### config.mk
export PLATFORM = sky130hd
export DESIGN_NAME = aprc_regs
export DESIGN_NICKNAME = d
export VERILOG_FILES = /design/src/include/aprc_pkg.sv /design/src/rtl/aprc_regs.sv
export VERILOG_INCLUDE_DIRS = /design/src /design/src/include
export SDC_FILE = /design/constraint.sdc
export NUM_CORES = 1
export LEC_CHECK = 0
export ABC_AREA = 1
export BUFFER_PORTS_ARGS = -buffer_cell sky130_fd_sc_hd__buf_4
export CORE_MARGIN = 2
export CORE_UTILIZATION = 30
export DETAILED_ROUTE_END_ITERATION = 8
export PLACE_DENSITY = 0.61
export SYNTH_ARGS = -nofsm -noshare
export SYNTH_HDL_FRONTEND = slang
export SYNTH_SLANG_ARGS = --single-unit
### constraint.sdc
create_clock -name sys_clk -period 2.93 [get_ports sys_clk]
set_input_delay 0.4395 -clock sys_clk [delete_from_list [all_inputs] [get_ports sys_clk]]
set_output_delay 0.4395 -clock sys_clk [all_outputs]
set_load 0.005 [all_outputs]
### src/include/aprc_map.svh
// Register map and timing constants of the analog power and reset control.
// Assumes a 100 MHz system clock and a 10-bit byte address on the bus.
`ifndef APRC_MAP_SVH
`define APRC_MAP_SVH

// Window bases for blocking and non-blocking accesses.
`define APRC_BASE_SEL_W     2
`define APRC_BASE_BLOCKING  2'h2
`define APRC_BASE_NONBLOCK  2'h3

// Printed register offsets, used as word indexes.
`define APRC_IDX_W          6
`define APRC_IDX_CTRL       6'h00
`define APRC_IDX_STAT       6'h02

// Control register fields.
`define APRC_CTL_TEMP_MASK  15
`define APRC_CTL_UV_MASK    14
`define APRC_CTL_RST_MASK   13
`define APRC_CTL_PF_MASK_HI 11
`define APRC_CTL_PF_MASK_LO 10
`define APRC_CTL_OM_MASK_HI 9
`define APRC_CTL_OM_MASK_LO 8
`define APRC_CTL_TEMP_GATE  7
`define APRC_CTL_UV_GATE    6
`define APRC_CTL_RST_CMD    5
`define APRC_CTL_PF_HI      3
`define APRC_CTL_PF_LO      2
`define APRC_CTL_OM_HI      1
`define APRC_CTL_OM_LO      0

// Status register fields.
`define APRC_ST_TEMP        7
`define APRC_ST_UV          6
`define APRC_ST_FORCED      5
`define APRC_ST_WDOG        4
`define APRC_ST_HREG        3
`define APRC_ST_LREG        2
`define APRC_ST_LIFE        1
`define APRC_ST_LPW         0

// Reset values and timing.
`define APRC_CTL_RESET      16'h0000
`define APRC_CLK_PERIOD_NS  10
`define APRC_RST_PULSE_NS   160
`define APRC_RST_PULSE_CYC  (`APRC_RST_PULSE_NS / `APRC_CLK_PERIOD_NS)
`define APRC_WAIT_BLOCKING  2'h1
`define APRC_WAIT_NONBLOCK  2'h0

`endif

### src/include/aprc_pkg.sv
// Types shared by the analog power and reset control.
// Assumes the register map header is included alongside.
package aprc_pkg;

    // Operating mode codes as held in the control register.
    typedef enum logic [1:0] {
        APRC_MODE_NORMAL = 2'b00,
        APRC_MODE_STOP   = 2'b01,
        APRC_MODE_SLEEP  = 2'b10,
        APRC_MODE_CRANK  = 2'b11
    } aprc_op_mode_e;

    // Prescaler multiplier, one-hot of 1, 2, 4 or 8.
    typedef logic [3:0] aprc_mult_t;

endpackage : aprc_pkg

### src/rtl/aprc_regs.sv
// Control and status registers of the analog die power, clock and reset unit.
// Assumes a synchronous Avalon-MM master and inputs synchronous to sys_clk.
`timescale 1ns/1ps
`include "aprc_map.svh"

module aprc_regs #(
    parameter int RST_PULSE_CYCLES = `APRC_RST_PULSE_CYC
) (
    input  wire logic                   sys_clk,
    input  wire logic                   arst_n,
    input  wire logic [9:0]             avs_address,
    input  wire logic                   avs_read,
    input  wire logic                   avs_write,
    input  wire logic [31:0]            avs_writedata,
    input  wire logic [3:0]             avs_byteenable,
    output logic [31:0]                 avs_readdata,
    output logic                        avs_waitrequest,
    input  wire logic                   crank_enable,
    input  wire logic                   temp_warning,
    input  wire logic                   undervolt_warning,
    input  wire logic                   thermal_shutdown_reset,
    input  wire logic                   watchdog_reset,
    input  wire logic                   high_regulator_lowv,
    input  wire logic                   low_regulator_por,
    input  wire logic                   lifetime_wake,
    input  wire logic                   low_power_wake,
    input  wire logic                   reset_a_in,
    output logic                        reset_a_out,
    output logic                        reset_a_oe,
    output logic                        die_reset,
    output aprc_pkg::aprc_op_mode_e     op_mode,
    output aprc_pkg::aprc_mult_t        prescale_mult,
    output logic                        temp_irq_enable,
    output logic                        undervolt_irq_enable,
    output logic                        over_temp_interrupt,
    output logic                        undervolt_interrupt
);
    import aprc_pkg::*;

    ////////////////////////////////////////////////////////////////////////
    // Functions.

    // True when the byte address hits the given word index in a window.
    function automatic logic addr_hit(
        input logic [9:0]            addr,
        input logic [`APRC_IDX_W-1:0] idx
    );
        logic win;
        win = (addr[9:8] == `APRC_BASE_BLOCKING) ||
              (addr[9:8] == `APRC_BASE_NONBLOCK);
        return win && (addr[1:0] == 2'h0) && (addr[7:2] == idx);
    endfunction : addr_hit

    // Multiplier applied to the 1.0 ms prescaler.
    function automatic aprc_mult_t pf_to_mult(input logic [1:0] pf);
        aprc_mult_t m;
        m = 4'h0;
        case (pf)
            2'h0:    m = 4'h1;
            2'h1:    m = 4'h2;
            2'h2:    m = 4'h4;
            default: m = 4'h8;
        endcase
        return m;
    endfunction : pf_to_mult

    ////////////////////////////////////////////////////////////////////////
    // Registers.

    logic [1:0]          wait_cnt_reg;
    logic [1:0]          wait_cnt_next;
    logic                wait_reg;
    logic                wait_next;
    logic [31:0]         rdata_reg;
    logic                temp_gate_reg;
    logic                uv_gate_reg;
    logic [1:0]          pf_reg;
    aprc_op_mode_e       mode_sel_reg;
    logic [15:0]         rst_cnt_reg;
    logic [15:0]         rst_cnt_next;
    logic                die_rst_reg;
    logic                pin_drive_reg;
    logic                temp_warn_d_reg;
    logic                uv_warn_d_reg;
    logic                temp_pend_reg;
    logic                uv_pend_reg;
    logic                tsd_last_reg;
    logic                forced_flag_reg;
    logic                wdog_flag_reg;
    logic                hreg_flag_reg;
    logic                lreg_flag_reg;
    logic                life_flag_reg;
    logic                lpw_flag_reg;
    aprc_op_mode_e       mode_out_reg;
    aprc_mult_t          mult_reg;
    logic                temp_en_reg;
    logic                uv_en_reg;

    ////////////////////////////////////////////////////////////////////////
    // Bus decode.

    // A request completes at the edge where waitrequest is seen low.
    wire        req        = avs_read | avs_write;
    wire        done       = req & ~wait_reg;
    wire        hit_ctrl   = addr_hit(avs_address, `APRC_IDX_CTRL);
    wire        hit_stat   = addr_hit(avs_address, `APRC_IDX_STAT);
    wire        blocking   = avs_address[9:8] == `APRC_BASE_BLOCKING;
    wire [1:0]  wait_limit = blocking ? `APRC_WAIT_BLOCKING
                                      : `APRC_WAIT_NONBLOCK;
    wire [15:0] wd         = avs_writedata[15:0];

    // Byte writes to the control word would tear the mask and data pair.
    wire ctrl_wr = done & avs_write & hit_ctrl & ~die_rst_reg &
                   (avs_byteenable[1:0] == 2'h3);
    wire stat_wr = done & avs_write & hit_stat & avs_byteenable[0];

    ////////////////////////////////////////////////////////////////////////
    // Control field writes.

    wire temp_gate_we = ctrl_wr & wd[`APRC_CTL_TEMP_MASK];
    wire uv_gate_we   = ctrl_wr & wd[`APRC_CTL_UV_MASK];
    wire pf_we        = ctrl_wr & wd[`APRC_CTL_PF_MASK_HI] &
                        wd[`APRC_CTL_PF_MASK_LO];
    wire mode_we      = ctrl_wr & wd[`APRC_CTL_OM_MASK_HI] &
                        wd[`APRC_CTL_OM_MASK_LO];
    wire forced_rst   = ctrl_wr & wd[`APRC_CTL_RST_MASK] &
                        wd[`APRC_CTL_RST_CMD];

    ////////////////////////////////////////////////////////////////////////
    // Reset generation.

    // The pin is ignored while we drive it, else our own pulse would loop.
    wire low_pwr_mode = (mode_sel_reg == APRC_MODE_STOP) ||
                        (mode_sel_reg == APRC_MODE_CRANK);
    wire ext_rst      = ~reset_a_in & ~pin_drive_reg & low_pwr_mode;
    wire pulse_start  = forced_rst | watchdog_reset;
    wire level_rst    = thermal_shutdown_reset | high_regulator_lowv |
                        low_regulator_por;
    wire pulse_busy   = rst_cnt_reg != 16'h0000;
    wire soft_rst     = pulse_start | pulse_busy | level_rst | ext_rst;

    // Pulse sources hold the pin for a fixed time, levels while present.
    always_comb begin
        rst_cnt_next = rst_cnt_reg;
        if (pulse_start) begin
            rst_cnt_next = RST_PULSE_CYCLES[15:0];
        end else if (pulse_busy) begin
            rst_cnt_next = rst_cnt_reg - 16'h0001;
        end
    end

    ////////////////////////////////////////////////////////////////////////
    // Status flag updates.

    // Status writes clear with a one; a zero leaves the flag alone.
    wire clr_temp   = stat_wr & wd[`APRC_ST_TEMP];
    wire clr_uv     = stat_wr & wd[`APRC_ST_UV];
    wire clr_forced = stat_wr & wd[`APRC_ST_FORCED];
    wire clr_wdog   = stat_wr & wd[`APRC_ST_WDOG];
    wire clr_hreg   = stat_wr & wd[`APRC_ST_HREG];
    wire clr_lreg   = stat_wr & wd[`APRC_ST_LREG];
    wire clr_life   = stat_wr & wd[`APRC_ST_LIFE];
    wire clr_lpw    = stat_wr & wd[`APRC_ST_LPW];

    // Interrupt flags rise with a warning while the gate bit is zero.
    wire temp_rise  = temp_warning & ~temp_warn_d_reg & ~temp_gate_reg;
    wire uv_rise    = undervolt_warning & ~uv_warn_d_reg & ~uv_gate_reg;
    wire temp_ack   = clr_temp & ~temp_warning;
    wire uv_ack     = clr_uv & ~undervolt_warning;

    // Read-back views of both registers.
    wire htf_view   = temp_warning | tsd_last_reg;
    wire uvf_view   = undervolt_warning;
    wire [15:0] ctrl_view = {8'h00, temp_gate_reg, uv_gate_reg,
                             2'h0, pf_reg, mode_sel_reg};
    wire [7:0]  stat_view = {htf_view, uvf_view, forced_flag_reg,
                             wdog_flag_reg, hreg_flag_reg, lreg_flag_reg,
                             life_flag_reg, lpw_flag_reg};
    wire [31:0] rd_mux    = hit_ctrl ? {16'h0000, ctrl_view} :
                            hit_stat ? {24'h000000, stat_view} :
                            32'h00000000;

    // Cranking code falls back to stop when the feature is off.
    wire aprc_op_mode_e mode_eff =
        (mode_sel_reg == APRC_MODE_CRANK && !crank_enable) ?
        APRC_MODE_STOP : mode_sel_reg;

    ////////////////////////////////////////////////////////////////////////
    // Handshake next state.

    // Blocking window gets one more wait cycle than non-blocking.
    always_comb begin
        wait_next     = 1'b1;
        wait_cnt_next = 2'h0;
        if (req && wait_reg) begin
            if (wait_cnt_reg == wait_limit) begin
                wait_next = 1'b0;
            end else begin
                wait_cnt_next = wait_cnt_reg + 2'h1;
            end
        end
    end

    ////////////////////////////////////////////////////////////////////////
    // Bus handshake and read data.

    // Read data loads together with waitrequest dropping.
    always_ff @(posedge sys_clk or negedge arst_n) begin
        if (!arst_n) begin
            wait_reg     <= 1'b1;
            wait_cnt_reg <= 2'h0;
            rdata_reg    <= 32'h00000000;
        end else begin
            wait_reg     <= wait_next;
            wait_cnt_reg <= wait_cnt_next;
            if (!wait_next && avs_read) begin
                rdata_reg <= rd_mux;
            end
        end
    end

    ////////////////////////////////////////////////////////////////////////
    // Control register.

    // Internal reset clears control, not the reset-source flags.
    always_ff @(posedge sys_clk or negedge arst_n) begin
        if (!arst_n) begin
            temp_gate_reg <= 1'b0;
            uv_gate_reg   <= 1'b0;
            pf_reg        <= 2'h0;
            mode_sel_reg  <= APRC_MODE_NORMAL;
        end else if (die_rst_reg) begin
            temp_gate_reg <= 1'b0;
            uv_gate_reg   <= 1'b0;
            pf_reg        <= 2'h0;
            mode_sel_reg  <= APRC_MODE_NORMAL;
        end else begin
            if (temp_gate_we) begin
                temp_gate_reg <= wd[`APRC_CTL_TEMP_GATE];
            end
            if (uv_gate_we) begin
                uv_gate_reg <= wd[`APRC_CTL_UV_GATE];
            end
            if (pf_we) begin
                pf_reg <= wd[`APRC_CTL_PF_HI:`APRC_CTL_PF_LO];
            end
            if (mode_we) begin
                mode_sel_reg <= aprc_op_mode_e'(
                    wd[`APRC_CTL_OM_HI:`APRC_CTL_OM_LO]);
            end
        end
    end

    ////////////////////////////////////////////////////////////////////////
    // Reset pulse and pin drive.

    // The pin is open drain: it only ever pulls low.
    always_ff @(posedge sys_clk or negedge arst_n) begin
        if (!arst_n) begin
            rst_cnt_reg   <= 16'h0000;
            die_rst_reg   <= 1'b0;
            pin_drive_reg <= 1'b0;
        end else begin
            rst_cnt_reg   <= rst_cnt_next;
            die_rst_reg   <= soft_rst;
            pin_drive_reg <= pulse_start | (rst_cnt_next != 16'h0000) |
                             level_rst;
        end
    end

    ////////////////////////////////////////////////////////////////////////
    // Interrupt flags and warning edges.

    // Set wins over a clear in the same cycle.
    always_ff @(posedge sys_clk or negedge arst_n) begin
        if (!arst_n) begin
            temp_warn_d_reg <= 1'b0;
            uv_warn_d_reg   <= 1'b0;
            temp_pend_reg   <= 1'b0;
            uv_pend_reg     <= 1'b0;
        end else begin
            temp_warn_d_reg <= temp_warning;
            uv_warn_d_reg   <= undervolt_warning;
            temp_pend_reg   <= temp_rise |
                               (temp_pend_reg & ~temp_ack & ~die_rst_reg);
            uv_pend_reg     <= uv_rise |
                               (uv_pend_reg & ~uv_ack & ~die_rst_reg);
        end
    end

    ////////////////////////////////////////////////////////////////////////
    // Reset-source flags.

    // These persist through the internal reset they report.
    always_ff @(posedge sys_clk or negedge arst_n) begin
        if (!arst_n) begin
            tsd_last_reg    <= 1'b0;
            forced_flag_reg <= 1'b0;
            wdog_flag_reg   <= 1'b0;
            hreg_flag_reg   <= 1'b0;
            lreg_flag_reg   <= 1'b0;
        end else begin
            tsd_last_reg    <= thermal_shutdown_reset |
                               (tsd_last_reg & ~clr_temp);
            forced_flag_reg <= forced_rst |
                               (forced_flag_reg & ~clr_forced);
            wdog_flag_reg   <= watchdog_reset |
                               (wdog_flag_reg & ~clr_wdog);
            hreg_flag_reg   <= high_regulator_lowv | low_regulator_por |
                               (hreg_flag_reg & ~clr_hreg);
            lreg_flag_reg   <= low_regulator_por |
                               (lreg_flag_reg & ~clr_lreg);
        end
    end

    ////////////////////////////////////////////////////////////////////////
    // Wake-up flags.

    // Wake causes are not reset sources, so internal reset clears them.
    always_ff @(posedge sys_clk or negedge arst_n) begin
        if (!arst_n) begin
            life_flag_reg <= 1'b0;
            lpw_flag_reg  <= 1'b0;
        end else begin
            life_flag_reg <= lifetime_wake | (life_flag_reg &
                             ~clr_life & ~die_rst_reg);
            lpw_flag_reg  <= low_power_wake | (lpw_flag_reg &
                             ~clr_lpw & ~die_rst_reg);
        end
    end

    ////////////////////////////////////////////////////////////////////////
    // Registered outputs toward the analog die.

    // Gate bits are inverted into active-high enables.
    always_ff @(posedge sys_clk or negedge arst_n) begin
        if (!arst_n) begin
            mode_out_reg <= APRC_MODE_NORMAL;
            mult_reg     <= 4'h1;
            temp_en_reg  <= 1'b0;
            uv_en_reg    <= 1'b0;
        end else begin
            mode_out_reg <= mode_eff;
            mult_reg     <= pf_to_mult(pf_reg);
            temp_en_reg  <= ~temp_gate_reg;
            uv_en_reg    <= ~uv_gate_reg;
        end
    end

    ////////////////////////////////////////////////////////////////////////
    // Port assignments.

    assign avs_readdata         = rdata_reg;
    assign avs_waitrequest      = wait_reg;
    assign reset_a_out          = 1'b0;
    assign reset_a_oe           = pin_drive_reg;
    assign die_reset            = die_rst_reg;
    assign op_mode              = mode_out_reg;
    assign prescale_mult        = mult_reg;
    assign temp_irq_enable      = temp_en_reg;
    assign undervolt_irq_enable = uv_en_reg;
    assign over_temp_interrupt  = temp_pend_reg;
    assign undervolt_interrupt  = uv_pend_reg;

endmodule : aprc_regs

=== After elaboration in Yosys (flattened, before gate mapping) ===
Cells that the tools add are included.

* Bits in registers: 78
* Input bits: 60
* Output and inout port bits: 46
* Word-level logic and storage cells: 157

* $add $sub $neg: 2
* Eq/ne operators: 9
* Muxes and demuxes: 19
* Bitwise operators: 83
* Reduce and logical (&&, ||, !) cells: 19

{| class="wikitable"
|+ Operators by type and width
! operator !! count
|-
| $and A1 B1 Y1 || 44
|-
| $mux W16 || 2
|-
| $reduce_bool A16 Y1 || 2
|-
| $or A1 B1 Y1 || 20
|-
| $not A1 Y1 || 19
|-
| $mux W8 || 2
|-
| $sub A16 B1 Y16 const B || 1
|-
| $mux W2 || 7
|-
| $pmux W4 S3 || 1
|-
| $eq A2 B2 Y1 const B || 5
|-
| $reduce_bool A2 Y1 || 4
|-
| $mux W1 || 7
|-
| $eq A6 B2 Y1 const B || 1
|-
| $logic_and A1 B1 Y1 || 6
|-
| $logic_not A6 Y1 || 1
|-
| $eq A2 B1 Y1 const B || 2
|-
| $logic_not A2 Y1 || 2
|-
| $add A2 B1 Y2 const B || 1
|-
| $eq A2 B1 Y1 || 1
|-
| $logic_not A1 Y1 || 2
|-
| $logic_or A1 B1 Y1 || 2
|}

=== Longest topological paths before layout ===
Gate-level depths: netlist of the first run.

* Word-level depth: 14
* Gate-level depth with buffers: 13
* Mapped depth without buffers: 13

=== Worst setup path after synthesis of the first run ===
No wires, ideal clock.

* Path type: reg-to-reg
* Start point: register rst_cnt_reg[0]
* End point: register pin_drive_reg (netlist: reset_a_oe)
* Setup time: 0.125 ns
* Arrival: 1.451 ns
* Setup slack: 1.354 ns
* Stages on the path, launching flop included: 13
* Cell sequence: dfrtp_1 inv_1 ha_1 nand2_2 nor2_4 nand2_2 buf_6 nand3_2 nand2_1 nor2_1 nand3_1 nor2_1 nand3_1

* Longest elaborated chain between the ends: 6
* Elaborated cells on any way between the ends: 7
* Those cells by class: 1 x add/sub; 2 x mux; 2 x bitwise; 2 x reduce/logical

{| class="wikitable"
|+ Ends and longest elaborated chain
! what !! line !! source
|-
| start, declared || aprc_regs.sv:79 || <nowiki>logic [15:0] rst_cnt_reg;</nowiki>
|-
| start signal, assigned || aprc_regs.sv:264 || <nowiki>rst_cnt_reg <= rst_cnt_next;</nowiki>
|-
| $sub A16 B1 Y16 or $reduce_bool A16 Y1 (tied branches) || aprc_regs.sv:148, aprc_regs.sv:139 ||
|-
| $mux W16 (*) || aprc_regs.sv:147 || <nowiki>end else if (pulse_busy) begin</nowiki>
|-
| $mux W16 (*) || aprc_regs.sv:145 || <nowiki>if (pulse_start) begin</nowiki>
|-
| $reduce_bool A16 Y1 (*) || aprc_regs.sv:266 || <nowiki>pin_drive_reg <= pulse_start | (rst_cnt_next != 16'h0000) |</nowiki>
|-
| $or A1 B1 Y1 (*) (2 in series) || aprc_regs.sv:266 ||
|-
| end signal, assigned || aprc_regs.sv:266 ||
|-
| end, declared || aprc_regs.sv:82 || <nowiki>logic pin_drive_reg;</nowiki>
|}

Every way passes the cells marked *; elsewhere a longest branch is shown, timed or not.
A chain may end at the register's enable or synchronous reset.

=== Worst setup path in the final report of the first run ===
* Start point: register die_rst_reg (netlist: die_reset)
* End point: register pin_drive_reg (netlist: reset_a_oe)

* Longest elaborated chain between the ends: 10

{| class="wikitable"
|+ Ends and longest elaborated chain
! what !! line !! source
|-
| start, declared || aprc_regs.sv:81 || <nowiki>logic die_rst_reg;</nowiki>
|-
| start signal, assigned || aprc_regs.sv:265 || <nowiki>die_rst_reg <= soft_rst;</nowiki>
|-
| $not A1 Y1 (*) || aprc_regs.sv:113 || <nowiki>wire ctrl_wr = done & avs_write & hit_ctrl & ~die_rst_reg &</nowiki>
|-
| $and A1 B1 Y1 (*) (2 in series) || aprc_regs.sv:113 ||
|-
| $and A1 B1 Y1 (*) (2 in series) || aprc_regs.sv:126 || <nowiki>wire forced_rst = ctrl_wr & wd[`APRC_CTL_RST_MASK] &</nowiki>
|-
| $or A1 B1 Y1 (*) || aprc_regs.sv:136 || <nowiki>wire pulse_start = forced_rst | watchdog_reset;</nowiki>
|-
| $mux W16 || aprc_regs.sv:145 ||
|-
| $reduce_bool A16 Y1 || aprc_regs.sv:266 ||
|-
| $or A1 B1 Y1 (*) (2 in series) || aprc_regs.sv:266 ||
|}

Marks and branches as above.

==> results of run 1 <==
## Yosys cell counts (2+ instances only)
master and number:
o211ai_1 5, nor2_4 5, buf_4 27, a31o_2 2
nand2_2 7, o21ai_0 11, xor2_1 2, o21ai_1 4
nand3_1 14, a211oi_1 3, nand2_1 83, dfrtp_1 52
nand4_1 4, xnor2_1 3, nand3_2 2, o21a_1 6
a21oi_1 5, inv_1 44, inv_2 6, dfstp_2 2
nand3b_1 2, nor3_1 6, ha_1 2, nor2_2 7
nor2_1 46, o21ai_2 2
## cell families (layout without fill, tap and decap cells)
family                     Yosys count  after routing  synth area share, %
xor gates and xnor gates             5              5                 1.49
and+or+nand+nor                    181            181                 28.4
AOI/OAI and AO/OA                   42             42                 9.24
adders and majority gates            2              2                0.852
DFF                                 54             54                 46.1
other                                1             25                0.128
buffers and inverters               79            119                 13.8
## worst max-delay path: cells and delay by family, from the launching register on
family / cells / cell delay (ps)
buffers and inverters: 2 / 320
and+or+nand+nor: 8 / 1180
DFF: 1 / 440
## per-layer routing
metal / share of wire (%) / GRT usage, % / routed length [µm]
met1: 45 / 16.8 / 3010
met2: 49 / 22.5 / 3290
met3: 5.3 / 2.64 / 356
met4: 0.39 / 2.43 / 26
met5: 0 / 0 / 0
## per-stage QoR
step / instance area [µm²] / utilization [%] / hold WS, ps / setup slack, ps / power, µW
CTS: 3520 / 36.5 / 189 / 851 / 2600
detailed placement: 3430 / 35.6 / 376 / 807 / 2180
global route: 3520 / 36.5 / 224 / 711 / 2800
finish: 3520 / 36.5 / 158 / 859 / 2570
floorplan: 3030 / - / 144 / 1350 / 1890
global placement: 3430 / 35.6 / 360 / 842 / 2160
## cell type report
class                   count  share of cell area (%)
inverters                  50                    5.33
well taps                 133                    4.72
multi-input cells         255                    36.0
clock inverters             2                   0.426
clock buffers               6                    2.06
flip-flops and latches     54                    38.4
repair buffers             61                    13.0
## worst max-delay path by stage
stage                  to  slack, ps  depth (start not counted)
6_report       reset_a_oe        860                         10
5_1_grt        reset_a_oe        710                         10
4_1_cts        reset_a_oe        850                         10
3_5_place_dp   reset_a_oe        810                         10
3_3_place_gp   reset_a_oe        840                         10
2_1_floorplan  reset_a_oe       1350                         12
## cells in the final DEF (no fill, tap or decap), types with 3 or more instances in the layout
cell / synthesis / routed
a211oi_1: 3 / 3
a21oi_1: 5 / 5
buf_4: 27 / 61
clkbuf_8: 0 / 5
conb_1: 1 / 25
dfrtp_1: 52 / 52
inv_1: 44 / 44
inv_2: 6 / 6
nand2_1: 83 / 83
nand2_2: 7 / 7
nand3_1: 14 / 14
nand4_1: 4 / 4
nor2_1: 46 / 46
nor2_2: 7 / 7
nor2_4: 5 / 5
nor3_1: 6 / 6
o211ai_1: 5 / 5
o21a_1: 6 / 6
o21ai_0: 11 / 11
o21ai_1: 4 / 4
xnor2_1: 3 / 3
## power groups by stage
stage               logic, µW  clock network [µW]  registers (µW)
floorplan                 878                   0            1010
global placement         1130                   0            1030
detailed placement       1140                   0            1030
CTS                      1150                 426            1020
global route             1310                 449            1040
finish                   1140                 407            1020
==> reports/metrics.csv, run 1 <==
stage,metric,value,unit
final_layout,FF+latch area,1350,µm²
placement,Post-DP HPWL,5260,µm
pwr,Net Sw Power,1050,µW
grt,GR Util All Layers,12.9,%
pwr,cell area power density,729,nW/µm²
clocking,CTS resizes,0,
sta,RSZ-0062 raised after global routing,no,
final_layout,n_diodes,0,
sta,Sum Neg Setup Slack,0,ps
clocking,Post-CTS Setup Inserts,0,
grt,initial antenna violation count,0,
detailed_routing,vias per inst,4.28,
critical_path,"critical path, cell by cell",inv_2 > nand2_2 > nor2_2 > nand4_2 > nand2_2 > inv_2 > nand2_1 > nand3_1 > nor2_1 > nand3_1,
pwr,Comb pwr share,44.5,%
die,die footprint,10600,µm²
die,Starting Density,30.5,%
pwr,sequential power share,39.6,%
critical_path,r2r startpoint,die_reset,
synth,Avg Inst Size Synth,8.07,µm²
pwr,clock share of power,15.8,%
final_layout,fin nets,489,
die,DIE WIDTH,103,µm
critical_path,r2r endpoint,reset_a_oe,
clocking,H-Tree Depth,2,
synth,Seq cells post-synth,54,
grt,first-pass GRT wire length,10700,µm
final_layout,Multi-input gate area,1270,µm²
synth,"area leader, netlist",dfrtp_1,
die,top-level I/O count,106,
sta,Peak Freq,0.483,GHz
critical_path,slowest CP cell,dfrtp_1,
synth,Synth cell types,38,
die,row count,36,
clocking,CTS tree,done,
critical_path,Crit Path Max Fanout,13,
grt,vias in the first global route,2254,
grt,largest net degree at the start of global routing,55,
placement,RePlAce Congestion,0.825,
critical_path,Critical Path End Type,flop,
synth,"Primary FF master, synth",dfrtp_1,
detailed_routing,DRC,0,
detailed_routing,violation count after the first detailed-route iteration,124,
critical_path,Max stage delay on crit path,440,ps
final_layout,share of cells above drive strength 1,24.3,%
clocking,worst-skew pair later-pin latency,310,ps
synth,"Warnings, synthesis",0,
clocking,hold buffer count at CTS,0,
clocking,clock tree buffer depth,2,
placement,placed cell count,553,
status,run status,"finished, final reports clean",
pwr,VDD IR-drop max,0.274,mV
sta,Tmin final,2070,ps
job,number of max-cap violations,0,
sta,max-slew violation count,0,
placement,PortBufs,61,
sta,Setup-failing EPs final,0,
critical_path,path type of the worst setup path,reg2reg,
synth,Yosys top cell area share,44.3,%
pwr,Net Sw Frac,40.7,%
clocking,TritonCTS Sinks,54,
detailed_routing,routed len/inst,11.9,µm
hold_path,type of the worst min-delay path,in2async,
detailed_routing,DRT antenna net count,0,
final_layout,fillers,1052,
clocking,total CTS buffers,5,
sta,Final Hold Viols,0,
final_layout,max reg flops,16,
sta,worst slew pin tran,671,ps
critical_path,Reg2Reg Depth,10,
final_layout,Layout Cells excl Fill,561,
die,Core ar.,9640,µm²
synth,Syn Std Cell Area,2940,µm²
sta,Max transition margin,55.2,%
critical_path,Crit path required time,3110,ps
critical_path,worst setup path start,die_reset,
pwr,Pint,1520,µW
final_layout,P&R area growth vs syn,19.9,%
synth,top post-synthesis cells by area,"dfrtp_1 (44%), nand2_1 (11%), buf_4 (6.9%)",
synth,"Seq/Total Area, Yosys",46.1,%
pwr,Leak,0.00177,µW
synth,Syn Inst Count,364,
detailed_routing,total wire length,6690,µm
clocking,"CTS clk-pin slew, worst paths",90,ps
critical_path,CP startpoint kind,flop,
die,die height,103,µm
clocking,clock root buffer master,clkbuf_8,
detailed_routing,total vias in the final route,2401,
critical_path,worst endpoint data arrival time,2250,ps
detailed_routing,Pre-antenna DRT Iters,5,
sta,clk_skew,12.0,ps
synth,number of synthesized flops with an enable pin,0,
grt,overflow left after global routing,0,
synth,Post-synth ARST share,100,%
sta,fin crit share,70.7,%
critical_path,R2R Setup Slk,860,ps
Power figures use the tool's default switching activity.
==> inputs of run 2 (changes only) <==
- ABC_AREA: 1 -> 0
- clock period: 2.93 -> 2 ns (I/O delays scaled with it)
==> reports/metrics.csv, run 2 <==
stage,metric,value,unit,change
status,run status,finished with violations,,
synth,Avg Inst Size Synth,10.1,µm²,+25%
detailed_routing,routed len/inst,13.9,µm,+16%
final_layout,share of cells above drive strength 1,39.6,%,+15 points
grt,vias in the first global route,2365,,+4.9%
clocking,clock root buffer master,clkbuf_8,,
synth,"area leader, netlist",dfrtp_1,,
synth,Syn Std Cell Area,2750,µm²,-6.4%
placement,RePlAce Congestion,0.848,,+2.9%
critical_path,slowest CP cell,or4_1,,
synth,post-synthesis mux area share,4.73,%,+4.7 points
die,die height,99.7,µm,-3.1%
synth,Synth cell types,51,,+34%
pwr,VDD IR-drop max,0.470,mV,+71%
sta,worst hold margin,18.1,ps,-139 ps
die,die footprint,9950,µm²,-6.1%
grt,initial antenna violation count,0,,unchanged
detailed_routing,vias per inst,4.63,,+8.2%
critical_path,Worst path top cell family by delay,simple AND/OR/NAND/NOR gates,,
grt,largest net degree at the start of global routing,55,,unchanged
synth,"Warnings, synthesis",0,,unchanged
final_layout,n_diodes,0,,unchanged
detailed_routing,violation count after the first detailed-route iteration,76,,-39%
clocking,worst-skew pair later-pin latency,310,ps,about the same
detailed_routing,DRC,0,,unchanged
grt,met2 Usage GRT,24.9,%,+2.5 points
final_layout,max reg flops,16,,unchanged
critical_path,"critical path, cell by cell",inv_2 > ha_4 > or4b_4 > nand3_2 > nor2_1 > xnor2_1 > nand4_1 > or4_1,,
grt,met1 Use GR,17.6,%,+0.81 points
sta,worst slew pin tran,688,ps,+16.1 ps
clocking,"CTS clk-pin slew, worst paths",100,ps,about the same
sta,fin crit share,116,%,+46 points
critical_path,Crit Path Max Fanout,3,,-10
synth,largest family of logic cells by synthesized area,simple AND/OR/NAND/NOR gates,,
critical_path,Critical Path End Type,flop,,
pwr,Leak,0.00179,µW,+1.2%
clocking,clock tree buffer depth,2,,unchanged
placement,Placed Area,3620,µm²,+5.4%
final_layout,Multi-input gate area,1300,µm²,+2.2%
sta,Peak Freq,0.429,GHz,-11%
synth,simple-gate area share of the yosys netlist,22.9,%,-5.5 points
job,number of max-cap violations,0,,unchanged
final_layout,"commonest non-fill, non-tap cell in the layout",buf_4,,
placement,PortBufs,61,,unchanged
grt,met3 usage,2.88,%,+0.24 points
hold_path,type of the worst min-delay path,in2async,,
grt,overflow left after global routing,0,,unchanged
final_layout,fillers,865,,-18%
die,row count,34,,-5.6%
critical_path,Crit path required time,2180,ps,-930 ps
synth,most common cell in the netlist,dfrtp_1,,
pwr,cell area power density,1090,nW/µm²,+50%
synth,compound-cell area share of the yosys netlist,9.51,%,+0.27 points
final_layout,Finished Cell Area,3800,µm²,+7.9%
detailed_routing,DRT antenna net count,0,,unchanged
grt,GR Util All Layers,14.1,%,+1.1 points
sta,Tmin final,2330,ps,+258 ps
critical_path,worst setup path start,rst_cnt_reg[0],,
sta,RSZ-0062 raised after global routing,yes,,
synth,top post-synthesis cells by area,"dfrtp_1 (47%), buf_4 (7.1%), mux2i_1 (4.7%)",,
clocking,CTS tree,done,,
critical_path,CP startpoint kind,flop,,
synth,"Seq/Total Area, Yosys",49.2,%,+3.1 points
critical_path,path type of the worst setup path,reg2reg,,
critical_path,worst endpoint data arrival time,2510,ps,+260 ps
final_layout,fin nets,450,,-8.0%
grt,Most Crowded Layer GR,met2,,
placement,Post-DP HPWL,5260,µm,about the same
synth,Post-synth ARST share,100,%,unchanged
detailed_routing,total vias in the final route,2301,,-4.2%
synth,Seq cells post-synth,54,,unchanged
synth,"Primary FF master, synth",dfrtp_1,,
sta,Final Hold Viols,0,,unchanged
final_layout,FF+latch area,1360,µm²,+0.18%
sta,final worst slack,-328,ps,-1190 ps
sta,max-slew violation count,0,,unchanged
synth,post-synthesis adder-cell area fraction,0.910,%,+0.058 points
die,top-level I/O count,106,,unchanged
die,Core ar.,8810,µm²,-8.6%
sta,clk_skew,6.04,ps,-5.95 ps
status,violated checks,negative setup slack,,
sta,Setup-failing EPs final,1,,+1
critical_path,r2r startpoint,rst_cnt_reg[0],,
final_layout,final core occ,43.2,%,+6.6 points
die,DIE WIDTH,99.7,µm,-3.1%
clocking,H-Tree Depth,2,,unchanged
synth,Post-Synth XOR/XNOR Area,2.55,%,+1.1 points
clocking,total CTS buffers,5,,unchanged
synth,Yosys top cell area share,47.3,%,+3.0 points
final_layout,P&R area growth vs syn,38.2,%,
final_layout,most frequent cells in the layout,"buf_4 (116), dfrtp_1 (50), nand2_1 (28)",,
synth,number of synthesized flops with an enable pin,0,,unchanged
detailed_routing,Pre-antenna DRT Iters,4,,-1
grt,first-pass GRT wire length,11100,µm,+3.4%
synth,Syn Inst Count,273,,-25%
critical_path,Max stage delay on crit path,530,ps,+90 ps
clocking,TritonCTS Sinks,54,,unchanged
critical_path,"Buf+Inv Stages, Crit Path",1,,-1
sta,Max transition margin,54.2,%,-1.1 points
detailed_routing,total wire length,6890,µm,+3.1%
clocking,hold buffer count at CTS,0,,unchanged
die,Starting Density,31.2,%,+0.75 points
synth,Post-synth top cells,"dfrtp_1 (52), nand2_1 (28), nor2_1 (27), buf_4 (26), mux2i_1 (13)",,
==> run 2: cell count changes in the layout (fill, tap and decap cells not counted), moves of 6 or more <==
cell and delta:
nor2_2 -7, nor4_1 +6, inv_1 -36, nand2_2 -7, buf_4 +55, nand2_1 -55
nand3_1 -10, mux2i_1 +13, o31ai_1 +7, nor2_1 -19
==> run 2: cell type report <==
class / instances / share of cell area [%]
clock buffers: 5 / 1.81
multi-input cells: 200 / 34.1
well taps: 108 / 3.56
repair buffers: 117 / 23.2
inverters: 10 / 0.988
flip-flops and latches: 54 / 35.7
clock inverters: 3 / 0.626
==> run 2: metal layers <==
layer / vias to the layer above / wire length (µm)
met5: - / 0
met4: 0 / 68
met3: 9 / 320
met2: 56 / 3470
met1: 1100 / 3030
li1: 1136 / -
==> run 2: cells by family (layout without fill, tap and decap cells) <==
| kind of cell | Yosys count | after routing |
|---|---|---|
| and+or+nand+nor | 114 | 114 |
| DFF | 54 | 54 |
| buffers and inverters | 43 | 135 |
| AOI/OAI and AO/OA | 38 | 38 |
| muxes | 13 | 13 |
| xor gates and xnor gates | 8 | 8 |
| adders and majority gates | 2 | 2 |
| other | 1 | 25 |
==> run 2: metrics by stage <==
step | setup WS [ps] | total power [µW] | TNS, ps | instances
floorplan | -259 | 2430 | -259 | 297
global placement | -285 | 3280 | -430 | 484
detailed placement | -368 | 3300 | -486 | 484
CTS | -357 | 4010 | -509 | 494
global route | -442 | 4460 | -489 | 497
finish | -328 | 4150 | -328 | 497
==> run 2: path summary, 6_finish.rpt <==
path,end,slack [ps],cells past startpoint
min in group sys_clk,uv_warn_d_reg,120,1
setup / recovery,reset_a_oe,-330,8
max in group asynchronous,rst_cnt_reg[8],1480,1
hold / removal,avs_readdata[7],20,1
setup reg to reg,reset_a_oe,-330,8
hold reg to reg,tsd_last_reg,480,1
==> run 2: report_power, final <==
| part | switching, µW | leakage (µW) | internal [µW] |
|---|---|---|---|
| combinational | 962 | 0.00107 | 1180 |
| clock | 381 | 0.0000408 | 251 |
| sequential | 144 | 0.000681 | 1230 |
==> run 2: timing repair <==
action                     CTS  global route
gates resized for setup      1            11
setup endpoints to repair    2             4
pin swaps                    4             4
setup buffers                2             3
